## config.mk

```make
export PLATFORM = sky130hd
export DESIGN_NAME = tpc_core
export DESIGN_NICKNAME = d
export VERILOG_FILES = /design/src/verilog/tpc_pkg.sv /design/src/verilog/tpc_core.sv
export SDC_FILE = /design/constraint.sdc
export NUM_CORES = 1
export LEC_CHECK = 0
export BUFFER_PORTS_ARGS = -buffer_cell sky130_fd_sc_hd__buf_4
export CAP_MARGIN = 20
export CORE_MARGIN = 4
export CORE_UTILIZATION = 51
export CTS_BUF_LIST = sky130_fd_sc_hd__clkbuf_16
export CTS_CLUSTER_DIAMETER = 200
export DETAILED_ROUTE_END_ITERATION = 16
export GPL_ROUTABILITY_DRIVEN = 0
export PLACE_DENSITY = 0.76
export SYNTH_ARGS = -nofsm -noshare
export SYNTH_HDL_FRONTEND = slang
export SYNTH_SLANG_ARGS = --single-unit
```

## constraint.sdc

```tcl
create_clock -name ref_clk_in -period 4.3 [get_ports ref_clk_in]
set_input_delay 0.645 -clock ref_clk_in [delete_from_list [all_inputs] [get_ports ref_clk_in]]
set_output_delay 0.645 -clock ref_clk_in [all_outputs]
set_load 0.02 [all_outputs]
```

## src/verilog/tpc_pkg.sv

```systemverilog
`default_nettype none
package tpc_pkg;

    typedef struct packed {
        logic [7:0] awaddr;
        logic awvalid;
        logic [31:0] wdata;
        logic [3:0] wstrb;
        logic wvalid;
        logic bready;
        logic [7:0] araddr;
        logic arvalid;
        logic rready;
    } tpc_axi_req_s;

    typedef struct packed {
        logic awready;
        logic wready;
        logic bvalid;
        logic [1:0] bresp;
        logic arready;
        logic rvalid;
        logic [31:0] rdata;
        logic [1:0] rresp;
    } tpc_axi_rsp_s;

    typedef enum logic [1:0] {
        TPC_CS_STOP,
        TPC_CS_BUS,
        TPC_CS_FIXED,
        TPC_CS_EXT
    } tpc_clk_src_e;

    localparam logic [7:0] TPC_OFS_STATUS = 8'h00;
    localparam logic [7:0] TPC_OFS_CNT_H = 8'h04;
    localparam logic [7:0] TPC_OFS_CNT_L = 8'h08;
    localparam logic [7:0] TPC_OFS_MOD_H = 8'h0C;
    localparam logic [7:0] TPC_OFS_MOD_L = 8'h10;

    localparam logic [1:0] TPC_RESP_OKAY = 2'h0;
    localparam logic [1:0] TPC_RESP_SLVERR = 2'h2;

    localparam int TPC_SC_FLAG = 7;
    localparam int TPC_SC_IE = 6;
    localparam int TPC_SC_CENTER = 5;
    localparam int TPC_SC_CS_HI = 4;
    localparam int TPC_SC_CS_LO = 3;
    localparam int TPC_SC_PS_HI = 2;
    localparam int TPC_SC_PS_LO = 0;

    localparam logic [15:0] TPC_COUNT_ZERO = 16'h0000;
    localparam logic [15:0] TPC_COUNT_ONE = 16'h0001;
    localparam logic [15:0] TPC_COUNT_MAX = 16'hFFFF;
    localparam logic [6:0] TPC_PRE_ONE = 7'h01;
    localparam logic [7:0] TPC_BYTE_ZERO = 8'h00;
    localparam logic [23:0] TPC_RDATA_PAD = 24'h000000;

    typedef struct packed {
        logic [2:0] ext_sync;
        logic [2:0] fix_sync;
        logic aw_held;
        logic [7:0] aw_addr;
        logic w_held;
        logic [7:0] w_data;
        logic w_en;
        logic bvalid;
        logic [1:0] bresp;
        logic rvalid;
        logic [1:0] rresp;
        logic [7:0] rdata;
        logic overflow_flag;
        logic clr_armed;
        logic overflow_irq_enable;
        logic center_aligned_select;
        tpc_clk_src_e clock_source_select;
        logic [2:0] prescale_select;
        logic [6:0] pre;
        logic [15:0] count;
        logic down;
        logic ovf_q;
        logic [15:0] modulo;
        logic [7:0] mod_buf_h;
        logic [7:0] mod_buf_l;
        logic mod_got_h;
        logic mod_got_l;
        logic mod_ready;
        logic latched;
        logic latch_hi_first;
        logic [15:0] latch;
    } tpc_state_s;

    localparam tpc_state_s TPC_STATE_RST = '0;

endpackage
`default_nettype wire
```

## src/verilog/tpc_core.sv

```systemverilog
`default_nettype none
module tpc_core
    import tpc_pkg::*;
(
    input wire logic ref_clk_in,
    input wire logic reset_in,
    input wire tpc_axi_req_s axi_in,
    output var tpc_axi_rsp_s axi_out,
    input wire logic fixed_clock_in,
    input wire logic ext_clock_in,
    input wire logic debug_mode_in,
    output logic [15:0] count_out,
    output logic count_down_out,
    output logic overflow_out,
    output logic center_aligned_pwm_out,
    output logic irq_out
);

    tpc_state_s s;
    tpc_state_s next_s;
    logic src_pulse;
    logic tick;
    logic at_top;
    logic raw_ovf;
    logic ovf_evt;
    logic partial;
    logic aw_ok;
    logic w_ok;
    logic ar_ok;
    logic wr_go;
    logic wr_map;
    logic st_wr;
    logic cnt_wr;
    logic modh_wr;
    logic modl_wr;
    logic cnt_hi;
    logic [7:0] wbyte;
    logic [7:0] rbyte;
    logic [7:0] one_hot;
    logic [6:0] mask;

    ////////////////////////////////////////////////////////////////////////////
    always_comb begin
        next_s = s;
        // two-flop sync plus edge stage
        next_s.ext_sync = {s.ext_sync[1:0], ext_clock_in};
        next_s.fix_sync = {s.fix_sync[1:0], fixed_clock_in};

        // source select then prescaler
        case (s.clock_source_select)
            TPC_CS_BUS: src_pulse = 1'b1;
            TPC_CS_FIXED: src_pulse = s.fix_sync[1] & ~s.fix_sync[2];
            TPC_CS_EXT: src_pulse = s.ext_sync[1] & ~s.ext_sync[2];
            default: src_pulse = 1'b0;
        endcase
        one_hot = 8'h01 << s.prescale_select;
        mask = 7'(one_hot - 8'h01);
        tick = src_pulse && !debug_mode_in && ((s.pre & mask) == mask);
        if (src_pulse && !debug_mode_in) begin
            next_s.pre = s.pre + TPC_PRE_ONE;
        end

        // counter step
        if (s.modulo == TPC_COUNT_ZERO) begin
            at_top = (s.count == TPC_COUNT_MAX);
        end else begin
            at_top = (s.count == s.modulo);
        end
        raw_ovf = 1'b0;
        if (tick) begin
            if (!s.center_aligned_select) begin
                if (at_top) begin
                    next_s.count = TPC_COUNT_ZERO;
                    raw_ovf = 1'b1;
                end else begin
                    next_s.count = s.count + TPC_COUNT_ONE;
                end
            end else if (!s.down) begin
                if (s.count == s.modulo) begin
                    next_s.down = 1'b1;
                    next_s.count = s.count - TPC_COUNT_ONE;
                    raw_ovf = 1'b1;
                end else begin
                    next_s.count = s.count + TPC_COUNT_ONE;
                end
            end else if (s.count == TPC_COUNT_ZERO) begin
                next_s.down = 1'b0;
                next_s.count = TPC_COUNT_ONE;
            end else begin
                next_s.count = s.count - TPC_COUNT_ONE;
            end
        end
        partial = s.mod_got_h | s.mod_got_l;
        ovf_evt = raw_ovf && !partial;
        next_s.ovf_q = ovf_evt;
        if (raw_ovf && s.mod_ready) begin
            next_s.modulo = {s.mod_buf_h, s.mod_buf_l};
            next_s.mod_ready = 1'b0;
        end

        // bus write channels
        aw_ok = axi_in.awvalid && !s.aw_held && !s.bvalid;
        w_ok = axi_in.wvalid && !s.w_held && !s.bvalid;
        if (aw_ok) begin
            next_s.aw_held = 1'b1;
            next_s.aw_addr = axi_in.awaddr;
        end
        if (w_ok) begin
            next_s.w_held = 1'b1;
            next_s.w_data = axi_in.wdata[7:0];
            next_s.w_en = axi_in.wstrb[0];
        end
        if (s.bvalid && axi_in.bready) begin
            next_s.bvalid = 1'b0;
        end
        wr_go = s.aw_held && s.w_held && !s.bvalid;
        wr_map = s.aw_addr inside {TPC_OFS_STATUS, TPC_OFS_CNT_H, TPC_OFS_CNT_L,
                                   TPC_OFS_MOD_H, TPC_OFS_MOD_L};
        wbyte = s.w_data;
        st_wr = wr_go && s.w_en && (s.aw_addr == TPC_OFS_STATUS);
        cnt_wr = wr_go && s.w_en &&
                 ((s.aw_addr == TPC_OFS_CNT_H) || (s.aw_addr == TPC_OFS_CNT_L));
        modh_wr = wr_go && s.w_en && (s.aw_addr == TPC_OFS_MOD_H);
        modl_wr = wr_go && s.w_en && (s.aw_addr == TPC_OFS_MOD_L);
        if (wr_go) begin
            next_s.aw_held = 1'b0;
            next_s.w_held = 1'b0;
            next_s.bvalid = 1'b1;
            next_s.bresp = wr_map ? TPC_RESP_OKAY : TPC_RESP_SLVERR;
        end

        // bus read channel
        ar_ok = axi_in.arvalid && !s.rvalid;
        cnt_hi = (axi_in.araddr == TPC_OFS_CNT_H);
        rbyte = TPC_BYTE_ZERO;
        if (s.rvalid && axi_in.rready) begin
            next_s.rvalid = 1'b0;
        end
        if (ar_ok) begin
            next_s.rvalid = 1'b1;
            next_s.rresp = TPC_RESP_OKAY;
            case (axi_in.araddr)
                TPC_OFS_STATUS: begin
                    rbyte = {s.overflow_flag, s.overflow_irq_enable,
                             s.center_aligned_select, s.clock_source_select,
                             s.prescale_select};
                    if (s.overflow_flag) begin
                        next_s.clr_armed = 1'b1;
                    end
                end
                TPC_OFS_CNT_H, TPC_OFS_CNT_L: begin
                    if (s.latched) begin
                        rbyte = cnt_hi ? s.latch[15:8] : s.latch[7:0];
                    end else begin
                        rbyte = cnt_hi ? s.count[15:8] : s.count[7:0];
                    end
                    if (!debug_mode_in) begin
                        if (!s.latched) begin
                            next_s.latched = 1'b1;
                            next_s.latch = s.count;
                            next_s.latch_hi_first = cnt_hi;
                        end else if (cnt_hi != s.latch_hi_first) begin
                            next_s.latched = 1'b0;
                        end
                    end
                end
                TPC_OFS_MOD_H: rbyte = s.modulo[15:8];
                TPC_OFS_MOD_L: rbyte = s.modulo[7:0];
                default: next_s.rresp = TPC_RESP_SLVERR;
            endcase
            next_s.rdata = rbyte;
        end

        // register write effects
        if (st_wr) begin
            if (!wbyte[TPC_SC_FLAG] && s.clr_armed) begin
                next_s.overflow_flag = 1'b0;
            end
            next_s.clr_armed = 1'b0;
            next_s.overflow_irq_enable = wbyte[TPC_SC_IE];
            next_s.center_aligned_select = wbyte[TPC_SC_CENTER];
            next_s.clock_source_select = tpc_clk_src_e'(wbyte[TPC_SC_CS_HI:TPC_SC_CS_LO]);
            next_s.prescale_select = wbyte[TPC_SC_PS_HI:TPC_SC_PS_LO];
            next_s.latched = 1'b0;
            next_s.mod_got_h = 1'b0;
            next_s.mod_got_l = 1'b0;
            next_s.mod_ready = 1'b0;
        end
        if (cnt_wr) begin
            next_s.count = TPC_COUNT_ZERO;
            next_s.down = 1'b0;
            next_s.pre = '0;
            next_s.latched = 1'b0;
        end
        if (modh_wr) begin
            next_s.mod_buf_h = wbyte;
            next_s.mod_got_h = 1'b1;
        end
        if (modl_wr) begin
            next_s.mod_buf_l = wbyte;
            next_s.mod_got_l = 1'b1;
        end
        if (next_s.mod_got_h && next_s.mod_got_l) begin
            next_s.mod_got_h = 1'b0;
            next_s.mod_got_l = 1'b0;
            if (!s.center_aligned_select) begin
                next_s.modulo = {next_s.mod_buf_h, next_s.mod_buf_l};
            end else begin
                next_s.mod_ready = 1'b1;
            end
        end

        // overflow set wins over clear
        if (ovf_evt) begin
            next_s.overflow_flag = 1'b1;
            next_s.clr_armed = 1'b0;
        end
    end

    always_ff @(posedge ref_clk_in) begin
        if (reset_in) begin
            s <= TPC_STATE_RST;
        end else begin
            s <= next_s;
        end
    end

    ////////////////////////////////////////////////////////////////////////////
    // outputs
    assign axi_out.awready = !s.aw_held && !s.bvalid;
    assign axi_out.wready = !s.w_held && !s.bvalid;
    assign axi_out.bvalid = s.bvalid;
    assign axi_out.bresp = s.bresp;
    assign axi_out.arready = !s.rvalid;
    assign axi_out.rvalid = s.rvalid;
    assign axi_out.rdata = {TPC_RDATA_PAD, s.rdata};
    assign axi_out.rresp = s.rresp;
    assign count_out = s.count;
    assign count_down_out = s.down;
    assign overflow_out = s.ovf_q;
    assign center_aligned_pwm_out = s.center_aligned_select;
    assign irq_out = s.overflow_flag && s.overflow_irq_enable && !partial;
endmodule
`default_nettype wire

```

==> run summary, run 1 <==
Path type of the worst min-delay path: in -> reg
Main synth FF type: dfxtp_1
Final hold violations: 0
Clk root buf: clkbuf_16
Cell family with most CP delay: simple AND/OR/NAND/NOR gates
Fin nets: 879
Die width: 123 um
Flop2flop setup slack: 0.99 ns
TritonCTS clock tree: done
Number of flops mapped to enable cells by yosys: 0
Leakage: 2.79 nW
Vias in the first global route: 5490
Slew Limit Fails: 0
Port bufs: 69
DRT antenna net count: 0
Final Routed Wirelength: 17300 um
Fmax: 302 MHz
Gate Count Post-Synth: 797
Initial antenna violation count: 0
Overall Power: 2.75 mW
Power density over cell area: 364 mW/mm^2
Worst-skew pair later-pin latency: 0.42 ns
Clock sinks: 124
Unrepaired setup endpoints after global routing: false
DP Wirelength: 11500 um
Initial core utilization: 52.9%
Core area: 0.0128 mm^2
Seq cells post-synth: 124
Worst Tran Pin Value: 0.878 ns
Share of cells above drive strength 1: 17.2%
Global route overflow: 0
Largest buffer count on any clock path: 2
Post-Route Skew: 0.00959 ns
Final setup vio count: 0
Largest net degree at the start of global routing: 86
YS warnings: 0
Synthesis-to-finish area growth: 11.8%
CP Buf/Inv Count: 1
Critical Path RT: 4.57 ns
Worst path max stage delay: 0.46 ns
Std cell rows: 41
Sequential element share of the synthesized area: 36.8%
Crit path DAT: 3.58 ns
Relative max-transition margin: 41.4%
Clock buffer count from CTS: 17
# fillers: 1118
Post-Syn Area: 0.00675 mm^2
DR iter-0 viols: 672
GRT Util Overall: 23.0%
Full die area: 0.0151 mm^2
Most frequent cells in the layout: dfxtp_1 (124), nand2_1 (115), buf_4 (79), nor2_1 (74), a21oi_1 (56)
Distinct cells, synth: 72
Cts repair resizes: 0
Startpoint Class: flip-flop
Max Cap Viol: 0
Final worst path period share: 76.9%
Via density per instance: 5.90
Setup TNS: 0 ns
Non-Filler Instances: 998
Vias after detailed routing: 5893
Async S/R FF share, synth: 0%
Die Span Y: 123 um
# IOs: 123
DR WL/cell: 17.3 um
DRC: 0
Peak VDD IR: 0.000287 V
Post-CTS Setup Bufs: 0
Nature of the critical path endpoint: flip-flop
H-tree Lvls: 4
CP Cell Sequence: inv_1, ha_1, nor3b_1, nand2_1, or4_1, o211a_1, and2_1, a221oi_1, a311oi_1
Crit Path Max Fanout: 19
CTS Hold Bufs: 0
Tmin final: 3.31 ns
First-pass GRT wire length: 27400 um
# diodes: 0
Critical path class: reg -> reg
Syn Area/Cell: 8.47 um^2
Critical-path top delay cell: dfxtp_1
Placed Cells: 966
Commonest non-fill, non-tap cell in the layout: dfxtp_1
Outcome: complete, no violations
DR pass1 iterations: 5
CTS clk-pin slew, worst paths: 0.06 ns
power by group:
| group | total [mW] | internal [mW] | switching [mW] |
|---|---|---|---|
| Combinational | 0.192 | 0.0701 | 0.122 |
| Clock | 1.36 | 0.838 | 0.522 |
| Sequential | 1.19 | 1.17 | 0.0237 |
| Total | 2.75 | 2.08 | 0.668 |
path summary, 6_finish.rpt:
kind / from / to / depth (start not counted)
worst min-delay path: axi_in[0] / axi_out[34]$_SDFFE_PP0P_ / 2
worst min register to register: next_s[124]$_SDFF_PP0_ / next_s[125]$_SDFF_PP0_ / 1
worst max-delay path: count_out[0]$_SDFFE_PP0P_ / count_out[6]$_SDFFE_PP0P_ / 9
worst max register to register: count_out[0]$_SDFFE_PP0P_ / count_out[6]$_SDFFE_PP0P_ / 9
layout make-up:
class	instances	area [um^2]	share of cell area [%]
inverter	15	56.3	0.746
tap	172	215	2.85
multi-input combinational	576	3640	48.2
clock buffer	17	425	5.64
sequential	124	2480	32.9
clock inverter	14	133	1.76
timing repair buffer	80	601	7.96
metal layers:
layer / up-vias / global-route usage (%) / routed length (um)
met5: - / 0 / 0
met4: 0 / 8.93 / 397
met3: 49 / 7.32 / 1520
met2: 272 / 35.9 / 8000
met1: 2789 / 29.9 / 7350
li1: 2783 / - / -
state kept, by name (all words and copies together) (netlist names):
register,cells
count_down_out,1
axi_out,12
overflow_out,1
center_aligned_pwm_out,1
next_s,4
wbyte,8
s,81
count_out,16
Yosys cell counts (7+ instances only):
| master | count | area [um^2] |
|---|---|---|
| nand2_1 | 115 | 432 |
| o21ai_0 | 23 | 115 |
| a31oi_1 | 10 | 62.6 |
| a222oi_1 | 8 | 80.1 |
| a311oi_1 | 12 | 105 |
| xor2_1 | 8 | 70.1 |
| nor2_1 | 74 | 278 |
| o21ai_2 | 10 | 87.6 |
| inv_1 | 15 | 56.3 |
| dfxtp_1 | 124 | 2480 |
| nand4_1 | 13 | 81.3 |
| clkbuf_1 | 25 | 93.8 |
| a221oi_1 | 7 | 61.3 |
| a21oi_1 | 56 | 280 |
| mux2i_1 | 51 | 510 |
| nor3_1 | 15 | 75.1 |
| and2_1 | 8 | 50.1 |
| nor2b_1 | 9 | 56.3 |
| xnor2_1 | 18 | 158 |
| buf_4 | 58 | 435 |
| nand3_1 | 13 | 65.1 |
| or3_1 | 9 | 56.3 |
| nor4_1 | 13 | 81.3 |
| buf_2 | 17 | 85.1 |
cell families (layout without fill, tap and decap cells):
group	count (synthesis)	after routing	share of synthesized area, %
compound gates	160	160	16.3
xor+xnor	26	26	3.37
fa+ha+maj	3	3	0.556
buf+inv	122	126	10.9
flops	124	124	36.8
mux	59	59	10.3
other cells	1	26	0.0555
simple gates	302	302	21.8
stage by stage:
stage	area (um^2)	worst slack [ns]	hold WS [ns]	utilization, %
floorplan	6850	1.58	0.414	-
global placement	6980	1.12	0.421	54.7
detailed placement	6980	1.09	0.420	54.7
CTS	7540	1.06	0.397	59.0
global route	7550	0.801	0.398	59.1
finish	7550	0.994	0.403	59.1
No activity file was read; power rests on OpenSTA's default activity.
==> inputs of run 2 (changes only) <==
==> constraint.sdc (replaced) <==
create_clock -name ref_clk_in -period 3.23 [get_ports ref_clk_in]
set_input_delay 0.4845 -clock ref_clk_in [delete_from_list [all_inputs] [get_ports ref_clk_in]]
set_output_delay 0.4845 -clock ref_clk_in [all_outputs]
set_load 0.02 [all_outputs]
==> run summary, run 2 (synthesized netlist as in run 1, its figures left out) <==
Largest net degree at the start of global routing: 49
Worst Tran Pin Value: 0.766 ns
Full die area: 0.0151 mm^2
Post-Route Skew: 0.00564 ns
Clock sinks: 124
Crit path DAT: 3.02 ns
Critical path class: reg -> reg
Leakage: 2.89 nW
DR iter-0 viols: 620
Vias after detailed routing: 5885
Clock buffer count from CTS: 17
CTS clk-pin slew, worst paths: 0.05 ns
# fillers: 1109
Unrepaired setup endpoints after global routing: false
Relative max-transition margin: 48.7%
CP Cell Sequence: inv_1, ha_1, nor3b_1, nand2_1, or4_1, o211a_1, buf_4, a221oi_1, a22o_1, a21oi_1
Max reg flops: 81
Max Cap Viol: 0
Vias in the first global route: 5496
Setup TNS: 0 ns
GRT busiest layer: met2
Worst-skew pair later-pin latency: 0.42 ns
Crit. Startpoint: count_out[0]$_SDFFE_PP0P_
Final setup vio count: 0
First-pass GRT wire length: 27700 um
H-tree Lvls: 4
CTS Hold Bufs: 0
Most frequent cells in the layout: dfxtp_1 (124), nand2_1 (115), buf_4 (90), nor2_1 (74), a21oi_1 (56)
Met1 Use GR: 31.4%
Die Span Y: 123 um
Nature of the critical path endpoint: flip-flop
Startpoint Class: flip-flop
Crit Path Max Fanout: 18
GRT Util Overall: 23.4%
Grt met2 use: 36.3%
Initial antenna violation count: 0
Outcome: complete, no violations
Area after DPL: 0.00711 mm^2
Tmin final: 2.75 ns
Largest Register: s
Final Routed Wirelength: 17400 um
Worst r2r src: count_out[0]$_SDFFE_PP0P_
TritonCTS clock tree: done
Worst path max stage delay: 0.45 ns
Core area: 0.0128 mm^2
Critical-path top delay cell: or4_1
Initial core utilization: 52.9%
Min-delay src: axi_in[0]
Fmax: 364 MHz
DR pass1 iterations: 6
Largest buffer count on any clock path: 2
DRC: 0
Hold Crit Depth: 2
Peak VDD IR: 0.000348 V
Reg2reg end: count_out[7]$_SDFFE_PP0P_
Cts repair resizes: 0
Clk root buf: clkbuf_16
Area of the multi-input gates: 0.00364 mm^2
# IOs: 123
Via density per instance: 5.82
Global route overflow: 0
Synthesis-to-finish area growth: 14.2%
Std cell rows: 41
# diodes: 0
Worst r2r path cells: 10
DR WL/cell: 17.2 um
Post-route cell area: 0.00771 mm^2
Flop2flop setup slack: 0.48 ns
Commonest non-fill, non-tap cell in the layout: dfxtp_1
Die width: 123 um
Fin nets: 891
Port bufs: 69
DP Wirelength: 12100 um
Met3 Track Usage GR: 5.40%
Post-CTS Setup Bufs: 0
DRT antenna net count: 0
Hold worst-path end: axi_out[34]$_SDFFE_PP0P_
Seq. cell area: 0.00248 mm^2
Power density over cell area: 493 mW/mm^2
Final worst path period share: 85.1%
Share of cells above drive strength 1: 18.2%
Critical Path RT: 3.51 ns
Slew Limit Fails: 0
Final hold violations: 0
Path type of the worst min-delay path: in -> reg
-- run 2: changes by cell type in the layout (fill, tap and decap cells not counted), sizes merged --
cell	delta
buf	+13
clkinvlp	-3
bufinv	+2
clkinv	+2
clkbuf	-1
-- run 2: how the worst max path moves through the flow --
stage | end
finish | count_out[7]$_SDFFE_PP0P_
detailed placement | axi_out[4]$_SDFFE_PP0P_
floorplan | count_out[6]$_SDFFE_PP0P_
global route | count_out[4]$_SDFFE_PP0P_
global placement | axi_out[3]$_SDFFE_PP0P_
CTS | count_out[11]$_SDFFE_PP0P_
-- run 2: final cells by class --
class / count / area share, %
Clock buffer: 17 / 5.52
Tap cell: 172 / 2.79
Clock inverter: 15 / 2.35
Timing Repair Buffer: 92 / 9.28
Sequential cell: 124 / 32.2
Inverter: 15 / 0.730
Multi-Input combinational cell: 576 / 47.1
-- run 2: stage by stage --
stage	hold slack [ns]	utilization, %	std cells	power, mW	setup slack, ns
2_1_floorplan	0.414	-	822	1.82	0.605
3_3_place_gp	0.418	55.6	979	1.87	0.352
3_5_place_dp	0.422	55.6	979	1.87	0.326
4_1_cts	0.237	60.4	1011	3.82	0.508
5_1_grt	0.243	60.4	1011	3.93	0.191
6_report	0.245	60.4	1011	3.80	0.482
-- run 2: per-layer routing --
metal / share of wire [%] / vias to the layer above
li1: - / 2814
met1: 42 / 2735
met2: 46 / 299
met3: 9.4 / 37
met4: 2.7 / 0
met5: 0 / -
-- run 2: worst max-delay path: cells and delay by family (launching register included) --
kind / cells / cell delay (ns)
compound gates: 4 / 0.76
fa+ha+maj: 1 / 0.25
buf+inv: 2 / 0.31
flops: 1 / 0.36
simple gates: 3 / 0.92
-- run 2: power breakdown --
part / switching (mW) / internal (mW) / leakage [nW]
combinational: 0.164 / 0.0954 / 1.59
clock: 0.683 / 1.27 / 0.302
sequential: 0.0296 / 1.56 / 1.00
